## config.mk

```make
export PLATFORM = sky130hd
export DESIGN_NAME = pdt_regs
export DESIGN_NICKNAME = d
export VERILOG_FILES = /design/src/hw/pdt_pkg.sv /design/src/hw/pdt_regs.sv
export SDC_FILE = /design/constraint.sdc
export NUM_CORES = 1
export LEC_CHECK = 0
export BUFFER_PORTS_ARGS = -buffer_cell sky130_fd_sc_hd__buf_4
export CAP_MARGIN = 20
export CORE_AREA = 2 2 103 105
export CTS_CLUSTER_SIZE = 25
export DETAILED_ROUTE_END_ITERATION = 8
export DIE_AREA = 0 0 105 107
export GPL_ROUTABILITY_DRIVEN = 1
export PLACE_DENSITY = 0.69
export SYNTH_ARGS = -nofsm -noshare
export SYNTH_HDL_FRONTEND = slang
export SYNTH_SLANG_ARGS = --single-unit
```

## constraint.sdc

```tcl
create_clock -name hclk -period 1.85 [get_ports hclk]
set_clock_uncertainty 0.15 [all_clocks]
set_input_delay 0.0925 -clock hclk [delete_from_list [all_inputs] [get_ports hclk]]
set_output_delay 0.0925 -clock hclk [all_outputs]
set_load 0.005 [all_outputs]
```

## src/hw/pdt_pkg.sv

```systemverilog
package pdt_pkg;
	// ==========================================
	// register map (byte addresses, one word each)
	localparam logic [7:0] off_primary_dead_time = 8'h00;
	localparam logic [7:0] off_alternate_dead_time = 8'h04;
	localparam logic [7:0] off_trigger_control = 8'h08;
	localparam int addr_bits = 8;
	// ==========================================
	// field layout
	localparam int dead_time_bits = 14;
	localparam int div_bits = 4;
	localparam int div_lsb = 12;
	localparam int combine_pos = 7;
	localparam int strt_bits = 6;
	localparam int strt_lsb = 0;
	// ==========================================
	// reset values
	localparam logic [13:0] dead_time_reset = 14'h0000;
	localparam logic [3:0] div_reset = 4'h0;
	localparam logic combine_reset = 1'b0;
	localparam logic [5:0] strt_reset = 6'h00;
	// ==========================================
	// ahb encodings
	localparam logic [1:0] htrans_nonseq = 2'h2;
	localparam logic hresp_okay = 1'b0;
endpackage

```

## src/hw/pdt_regs.sv

```systemverilog
// Decided for this implementation: the register addresses and register access over AHB-Lite.
`timescale 1ns/1ns
module pdt_regs (
	// clock and reset
	input wire logic hclk,
	input wire logic hresetn,
	// ahb-lite slave
	input wire logic hsel,
	input wire logic [31:0] haddr,
	input wire logic [1:0] htrans,
	input wire logic hwrite,
	input wire logic [2:0] hsize,
	input wire logic hready,
	input wire logic [31:0] hwdata,
	output logic [31:0] hrdata,
	output logic hreadyout,
	output logic hresp,
	// pwm generator side
	input wire logic module_enable,
	input wire logic pwm_cycle,
	input wire logic trig_primary_event,
	input wire logic trig_secondary_event,
	// dead-time unit and converter triggers
	output logic [13:0] primary_dead_time,
	output logic [13:0] alternate_dead_time,
	output logic trig_out,
	output logic trig_secondary_out
);
	// ==========================================
	// state
	typedef struct packed {
		logic [13:0] prim;
		logic [13:0] alt;
		logic [3:0] div;
		logic combine;
		logic [5:0] strt;
		logic wr_pend;
		logic [7:0] wr_addr;
		logic [31:0] rdata;
		logic ready;
		logic en_q;
		logic started;
		logic [5:0] strt_cnt;
		logic [3:0] div_cnt;
		logic tout;
		logic tout2;
	} pdt_state_t;

	pdt_state_t s;
	pdt_state_t next_s;

	// read mux, called only from the comb process; the checks read the fields directly
	function automatic logic [31:0] pdt_read(input pdt_state_t st, input logic [7:0] a);
		logic [31:0] d;
		d = 32'h0000_0000;
		unique case (a)
			pdt_pkg::off_primary_dead_time: d = {18'h00000, st.prim};
			pdt_pkg::off_alternate_dead_time: d = {18'h00000, st.alt};
			pdt_pkg::off_trigger_control: d = {16'h0000, st.div, 4'h0, st.combine, 1'b0, st.strt};
			default: d = 32'h0000_0000;
		endcase
		return d;
	endfunction

	logic addr_ok;
	logic [7:0] a_addr;
	logic ev;
	assign addr_ok = hsel && hready && (htrans == pdt_pkg::htrans_nonseq || htrans == 2'h3);
	assign a_addr = haddr[7:0];
	// combined mode folds the secondary event into the primary stream
	assign ev = trig_primary_event || (s.combine && trig_secondary_event);

	// ==========================================
	// next state
	always_comb begin
		next_s = s;
		next_s.ready = 1'b1;
		next_s.tout = 1'b0;
		next_s.tout2 = 1'b0;
		// write data phase; only the implemented fields are taken
		next_s.wr_pend = 1'b0;
		if (s.wr_pend) begin
			unique case (s.wr_addr)
				pdt_pkg::off_primary_dead_time: next_s.prim = hwdata[13:0];
				pdt_pkg::off_alternate_dead_time: next_s.alt = hwdata[13:0];
				pdt_pkg::off_trigger_control: begin
					next_s.div = hwdata[pdt_pkg::div_lsb +: pdt_pkg::div_bits];
					next_s.combine = hwdata[pdt_pkg::combine_pos];
					next_s.strt = hwdata[pdt_pkg::strt_lsb +: pdt_pkg::strt_bits];
				end
				default: next_s.prim = s.prim;
			endcase
		end
		// address phase
		if (addr_ok && hwrite) begin
			next_s.wr_pend = 1'b1;
			next_s.wr_addr = a_addr;
		end
		// read sees a write still in its data phase, so back-to-back access is coherent
		if (addr_ok && !hwrite) begin
			next_s.rdata = pdt_read(next_s, a_addr);
		end else begin
			next_s.rdata = 32'h0000_0000;
		end
		// start delay after enable
		next_s.en_q = module_enable;
		if (!module_enable) begin
			next_s.started = 1'b0;
			next_s.strt_cnt = 6'h00;
			next_s.div_cnt = 4'h0;
		end else if (!s.en_q) begin
			next_s.started = (s.strt == 6'h00);
			next_s.strt_cnt = 6'h00;
			next_s.div_cnt = 4'h0;
		end else if (!s.started && pwm_cycle) begin
			next_s.strt_cnt = s.strt_cnt + 6'h01;
			if (s.strt_cnt + 6'h01 >= s.strt) begin
				next_s.started = 1'b1;
			end
		end
		// postscaler: counting from zero to the code gives every (code+1)th event
		if (s.started && module_enable) begin
			if (ev) begin
				if (s.div_cnt >= s.div) begin
					next_s.div_cnt = 4'h0;
					next_s.tout = 1'b1;
				end else begin
					next_s.div_cnt = s.div_cnt + 4'h1;
				end
			end
			// separate mode sends the secondary event on its own line
			next_s.tout2 = !s.combine && trig_secondary_event;
		end
	end

	// ==========================================
	// registers
	always_ff @(posedge hclk or negedge hresetn) begin
		if (!hresetn) begin
			s <= '0;
		end else begin
			s <= next_s;
		end
	end

	assign hrdata = s.rdata;
	assign hreadyout = s.ready;
	assign hresp = pdt_pkg::hresp_okay;
	assign primary_dead_time = s.prim;
	assign alternate_dead_time = s.alt;
	assign trig_out = s.tout;
	assign trig_secondary_out = s.tout2;

	// ==========================================
	// checks
	wire rd_prim = addr_ok && !hwrite && a_addr == pdt_pkg::off_primary_dead_time && !s.wr_pend;
	wire rd_alt = addr_ok && !hwrite && a_addr == pdt_pkg::off_alternate_dead_time && !s.wr_pend;
	wire rd_trg = addr_ok && !hwrite && a_addr == pdt_pkg::off_trigger_control && !s.wr_pend;

	prim_write_a: assert property (@(posedge hclk) disable iff (!hresetn)
		s.wr_pend && s.wr_addr == pdt_pkg::off_primary_dead_time |=> primary_dead_time == $past(hwdata[13:0]))
		else $error("primary dead time not written");
	alt_write_a: assert property (@(posedge hclk) disable iff (!hresetn)
		s.wr_pend && s.wr_addr == pdt_pkg::off_alternate_dead_time |=> alternate_dead_time == $past(hwdata[13:0]))
		else $error("alternate dead time not written");
	dt_read_a: assert property (@(posedge hclk) disable iff (!hresetn)
		rd_prim || rd_alt |=> hrdata[31:14] == 18'h00000 && hrdata[13:0] == $past(rd_prim ? s.prim : s.alt))
		else $error("dead time read wrong");
	div_out_a: assert property (@(posedge hclk) disable iff (!hresetn)
		trig_out |-> $past(s.div_cnt) >= $past(s.div) && $past(ev))
		else $error("trigger out without full count");
	div_one_a: assert property (@(posedge hclk) disable iff (!hresetn)
		s.started && module_enable && ev && s.div == 4'h0 && !s.wr_pend |=> trig_out)
		else $error("code zero must pass every event");
	split_trig_a: assert property (@(posedge hclk) disable iff (!hresetn)
		trig_secondary_out |-> !$past(s.combine) && $past(trig_secondary_event))
		else $error("secondary trigger while combined");
	start_gate_a: assert property (@(posedge hclk) disable iff (!hresetn)
		trig_out || trig_secondary_out |-> $past(s.started))
		else $error("trigger before start delay");
	start_zero_a: assert property (@(posedge hclk) disable iff (!hresetn)
		module_enable && !s.en_q && s.strt == 6'h00 |=> s.started)
		else $error("zero start delay not immediate");
	trg_read_a: assert property (@(posedge hclk) disable iff (!hresetn)
		rd_trg |=> hrdata[31:16] == 16'h0000 && hrdata[11:8] == 4'h0 && !hrdata[6])
		else $error("unimplemented trigger bits read nonzero");
	trg_write_a: assert property (@(posedge hclk) disable iff (!hresetn)
		s.wr_pend && s.wr_addr == pdt_pkg::off_trigger_control
		|=> s.div == $past(hwdata[15:12]) && s.strt == $past(hwdata[5:0]))
		else $error("trigger control not written");
	// a write to another offset must leave the dead-time values alone
	prim_hold_a: assert property (@(posedge hclk) disable iff (!hresetn)
		!(s.wr_pend && s.wr_addr == pdt_pkg::off_primary_dead_time) |=> $stable(primary_dead_time))
		else $error("primary dead time moved without a write");
	alt_hold_a: assert property (@(posedge hclk) disable iff (!hresetn)
		!(s.wr_pend && s.wr_addr == pdt_pkg::off_alternate_dead_time) |=> $stable(alternate_dead_time))
		else $error("alternate dead time moved without a write");
	combine_quiet_a: assert property (@(posedge hclk) disable iff (!hresetn)
		s.combine |=> !trig_secondary_out)
		else $error("secondary line active while combined");
	combine_merge_a: assert property (@(posedge hclk) disable iff (!hresetn)
		s.started && module_enable && s.combine && s.div == 4'h0 && trig_secondary_event |=> trig_out)
		else $error("secondary event not merged");
	start_wait_a: assert property (@(posedge hclk) disable iff (!hresetn)
		module_enable && s.en_q && !s.started && !pwm_cycle |=> !s.started)
		else $error("start delay ended without a pwm cycle");
	enable_off_a: assert property (@(posedge hclk) disable iff (!hresetn)
		!module_enable |=> !s.started && !trig_out && !trig_secondary_out)
		else $error("trigger while disabled");

	div_wrap_c: cover property (@(posedge hclk) disable iff (!hresetn) trig_out && s.div == 4'hd);
	delay_c: cover property (@(posedge hclk) disable iff (!hresetn) $rose(s.started) && s.strt == 6'h3f);
	sep_c: cover property (@(posedge hclk) disable iff (!hresetn) trig_out && trig_secondary_out);
	merge_c: cover property (@(posedge hclk) disable iff (!hresetn)
		s.started && s.combine && trig_primary_event && trig_secondary_event);
	unmapped_c: cover property (@(posedge hclk) disable iff (!hresetn) addr_ok && !hwrite && a_addr == 8'h0c);
endmodule

```

* Word level (Yosys, flattened, before mapping)
Cells that the tools add are included.
** Cells by class
- $lt $le $gt $ge :: 2
- Add/subtract/negate cells :: 2
- Reduce and logical (&&, ||, !) cells :: 17
- Muxes and demuxes :: 16
- Eq/ne operators :: 8
** Operators by type and width (number)
- $pmux W16 S3 :: 1
- $mux W39 :: 1
- $mux W32 :: 1
- $mux W14 :: 2
- $mux W11 :: 2
- $eq A8 B3 Y1 const B :: 2
- $eq A8 B4 Y1 const B :: 2
- $logic_not A8 Y1 :: 2
- $mux W7 :: 2
- $mux W9 :: 1
- $logic_and A1 B1 Y1 :: 8
- $mux W4 :: 2
- $add A6 B1 Y6 const B :: 1
- $ge A6 B6 Y1 :: 1
- $logic_not A6 Y1 :: 1
- $mux W6 :: 1
- $ne A3 B2 Y1 const B :: 2
- $mux W5 :: 1
- $add A4 B1 Y4 const B :: 1
- $eq A2 B2 Y1 const B :: 2
- $ge A4 B4 Y1 :: 1
- $logic_not A1 Y1 :: 3
- $logic_or A1 B1 Y1 :: 2
- $mux W1 :: 2
- $reduce_and A2 Y1 :: 1
** Word-level totals
- Output and inout port bits :: 64
- Input port bits :: 78
- Logic and storage cells :: 60
- Flip-flop bits (word level) :: 95

* Logic depth before layout (Yosys ltp)
- Word-level depth :: 8
- Gate-level depth with buffers :: 7
- Mapped depth without buffers :: 7

* Worst setup path after synthesis
OpenSTA, ideal clock, no wires.
- Kind :: register to register
- From :: reg s[8] (netlist name)
- To :: reg s[12] (netlist name)
- Setup time :: 0.129 ns
- Period minus slack after synthesis :: 2.074 ns
- Path buffers :: 0
- Data arrival time :: 1.794 ns
- Required time :: 1.571 ns
- Cell stages (with the launch flop) :: 8
- Slack :: -0.224 ns
- Path through :: dfrtp_1 -> nand3_1 -> or2_2 -> xnor2_1 -> ha_1 -> a2111o_1 -> a21oi_1 -> a211oi_1
** On the way
- Cells in the longest elaborated chain, start to end :: 4
** Ends and longest elaborated chain
- from (decl) :: RTL line pdt_regs.sv:49 : pdt_state_t s;
- from (signal assigned) :: RTL line pdt_regs.sv:142 : s <= next_s;
- $add A6 B1 Y6 :: RTL line pdt_regs.sv:117 : if (s.strt_cnt + 6'h01 >= s.strt) begin
- $ge A6 B6 Y1 :: RTL line pdt_regs.sv:117
- $ne A3 B2 Y1 (no source line)
- $reduce_and A2 Y1 (no source line)
Every way passes these cells.
A chain may end at the register's enable or synchronous reset.

* Worst setup path in the final report
- From :: reg s[6] (netlist name)
- To :: reg s[12] (netlist name)
Same word-level chain as after synthesis.

==> summary.txt <==
Status
  – Status: finished, violations left
  – Failing checks: negative setup slack

Floorplan
  – IO Pins: between 100 and 150
  – Initial Utilization: between 30% and 40%
  – Std-Cell Rows: 37
  – Die height: roughly 110 um
  – Die width: between 100 and 150 um
  – Core area: 0.0101 sq mm
  – Die area: 0.0112 sq mm

Worst setup path
  – Worst R2R Path Depth: 7
  – Worst-path cell with the longest stage delay: dfrtp_1
  – Worst Path Arrival: roughly 2.1 ns
  – Crit path to: s[12]$_DFFE_PN0P_
  – Critical path fanouts, max: 3
  – Crit path launch: s[6]$_DFFE_PN0P_
  – Crit-path cells: nand3_2, or2_4, xnor2_1, ha_1, a2111o_1, nor2_1, a211oi_1
  – Worst flop-to-flop path startpoint: s[6]$_DFFE_PN0P_
  – Worst R2R Setup Slack: -0.20 ns
  – Reg2reg end: s[12]$_DFFE_PN0P_
  – Critical path's largest stage delay: between 0.4 and 0.5 ns
  – Kind of critical path: reg2reg
  – CP required: a little under 2 ns
  – Critical Path End Type: flop
  – Startpoint types: flop

STA
  – Setup TNS: -1.32 ns
  – Final setup fails: 18
  – Slack of the critical path: -0.198 ns
  – RSZ-0062 raised after global routing: true
  – Min Tclk post-route: slightly above 2 ns
  – Hold Vio Cnt, Final: 0
  – Fmax: roughly 500 MHz
  – Period utilisation layout: 111%
  – Max-slew violations: 0

Route
  – Antenna viol nets, final: 0
  – Starting DRT DRC Count: 83
  – Routed WL: slightly below 9 mm
  – Via/cell ratio: slightly below 5
  – # DRC: 0
  – Vias after detailed routing: between 2000 and 3000
  – Drt first pass iters: 4
  – Routed len/inst: between 10 and 15 um

Clock tree
  – Clock Latency Late Sink: 0.35 ns
  – Clock transition at path regs: 0.09 ns
  – Clock root buffer: clkbuf_8
  – CTS tree: built
  – CTS Sinks: 79
  – H-tree levels: 3
  – Inserted Clock Buffers: 9
  – Clock Tree Buf Depth: 2

Logic synthesis
  – YS warnings: 0
  – Mapped Area: ~0.0040 sq mm
  – Register area share after synthesis: between 40 and 50%
  – Cell variety after synth: 39
  – Post-Syn Instances: 365
  – Flops & latches, synth: 79
  – Syn Area/Cell: between 10 and 15 sq um

Finish
  – Register area: just under 0.002 sq mm
  – Most common cell after layout, fill and taps aside: buf_4
  – Number of diodes: 0
  – Share of cells above drive strength 1: between 40% and 50%
  – Most frequent cells in the layout: buf_4 (99), dfrtp_1 (79), nand2_1 (31)
  – Area grow syn2layout: 33.6%
  – Area occupied by multi-input gates: ~0.0017 sq mm
  – Fillers: 920
  – Fin nets: 549

Hold path
  – Hold depth: 4
  – Worst Hold Class: in2reg

Global routing
  – Congestion Overflow GR: 0
  – First-pass GRT wire length: ~15 mm
  – Initial antenna violation count: 0
  – GRT Overall Usage: roughly 16%
  – Largest net degree at the start of global routing: 34
  – Vias in the first global route: roughly 3000

Power
  – Static Leak: between 2 and 3 nW
  – VDD IR-drop max: about 0.60 mV
  – Power, Total: 4.42 mW
  – PwrDens: 828 mW/mm^2

Flow run
  – Max-cap viol count: 0

Placed design
  – Port Buffers: 80
  – Post-DP HPWL: 6.10 mm
  – Final GP Congestion: 0.770
[worst max-delay path: cells and delay by family (launching register included)]
kind	cells	cell delay, ns
simple gates	3	0.47
xor+xnor	1	0.12
compound gates	2	0.48
flops	1	0.41
fa+ha+maj	1	0.29
[logic make-up (layout without fill, tap and decap cells)]
kind of cell,after synthesis,in the layout,share of synthesized area [%]
DFF,79,79,49.5
buffers and inverters,84,167,13.9
and+or+nand+nor,108,108,13.3
xor gates and xnor gates,7,7,1.54
muxes,40,40,11.3
AOI/OAI and AO/OA,33,33,6.49
adders and majority gates,12,12,3.76
other,2,18,0.188
[how the worst min path moves through the flow]
| stage | end | slack [ns] | start |
|---|---|---|---|
| after floorplan | alternate_dead_time[0]$_DFF_PN0_ | -0.35 | hresetn |
| after global placement | primary_dead_time[6]$_DFF_PN0_ | -0.16 | hresetn |
| after detailed placement | alternate_dead_time[6]$_DFF_PN0_ | -0.16 | hresetn |
| after CTS | trig_out$_DFF_PN0_ | 0.06 | trig_primary_event |
| after global routing | trig_out$_DFF_PN0_ | 0.08 | trig_primary_event |
| final | trig_out$_DFF_PN0_ | 0.07 | trig_primary_event |
[what timing repair did]
| item | CTS | global route |
|---|---|---|
| setup endpoints to repair | 12 | 50 |
| pin swaps | 9 | 17 |
| gates resized for setup | 31 | 24 |
| buffers inserted | 5 | 3 |
| hold endpoints to repair | 131 | 0 |
| cloned | 1 | 0 |
| hold buffers | 29 | 0 |
[layout make-up]
class,instances,area share [%]
Inverter,12,0.845
Multi-Input combinational cell,218,32.8
Sequential cell,79,37.1
Timing Repair Buffer,139,22.4
Clock buffer,9,2.32
Tap cell,136,3.19
Clock inverter,7,1.45
[metrics by stage]
stage | util [%] | cells | instance area (sq um) | setup slack, ns | hold WS (ns)
after detailed placement | 45.2 | 548 | 4560 | -0.190 | -0.161
after floorplan | - | 381 | 4100 | -0.134 | -0.353
after global placement | 45.2 | 548 | 4560 | -0.104 | -0.163
after global routing | 52.8 | 600 | 5330 | -0.265 | 0.0840
after CTS | 52.0 | 599 | 5250 | -0.204 | 0.0569
final | 52.8 | 600 | 5330 | -0.198 | 0.0713
[flip-flops by register name, summed over array words and instances (netlist names)]
| register | cells |
|---|---|
| trig_out | 1 |
| hreadyout | 1 |
| hrdata | 16 |
| primary_dead_time | 14 |
| s | 32 |
| trig_secondary_out | 1 |
| alternate_dead_time | 14 |
[report_power, final]
part           leakage, nW  internal (mW)  switching [mW]
logic                 1.51          0.577           0.440
clock network        0.101          0.638           0.681
registers            0.996           1.94           0.142
total                 2.61           3.15            1.26
[metal layers]
layer	part of all wire (%)	GRT usage, %
met3	4.0	3.28
met1	42	20.1
met5	0	0
met4	1.3	5.14
met2	52	29.1
[cell usage after synthesis]
cell      count  area share (%)
and2_1        1            0.16
a211oi_1      1            0.19
nor2b_1       4            0.63
nand3_1       5            0.63
or4_1         1            0.19
nand4b_1      2            0.44
conb_1        2            0.19
nor3_1        1            0.13
o211ai_1      1            0.19
a21oi_1       9             1.1
o22ai_1       1            0.16
buf_1         1           0.094
nor4b_2       1            0.38
inv_1        10            0.94
buf_4        61              11
a21o_1        1            0.19
nor2_1       34             3.2
nand4_1      12             1.9
clkbuf_1      6            0.56
ha_1         12             3.8
or3_1         3            0.47
a2111o_1      1            0.28
o41ai_1       5             1.1
nor4_1        6            0.94
dfrtp_1      79              50
or2_2         1            0.16
o21ai_0       8             1.0
mux2_2       40              11
o41ai_2       5             2.0
xor2_1        3            0.66
nand2b_1      3            0.47
xnor2_1       4            0.88
nor3b_1       2            0.38
nand2_1      31             2.9
a22o_1        1            0.22
clkinv_1      2            0.19
nor4_2        1            0.31
buf_2         3            0.38
buf_6         1            0.28
Power figures use the tool's default switching activity.
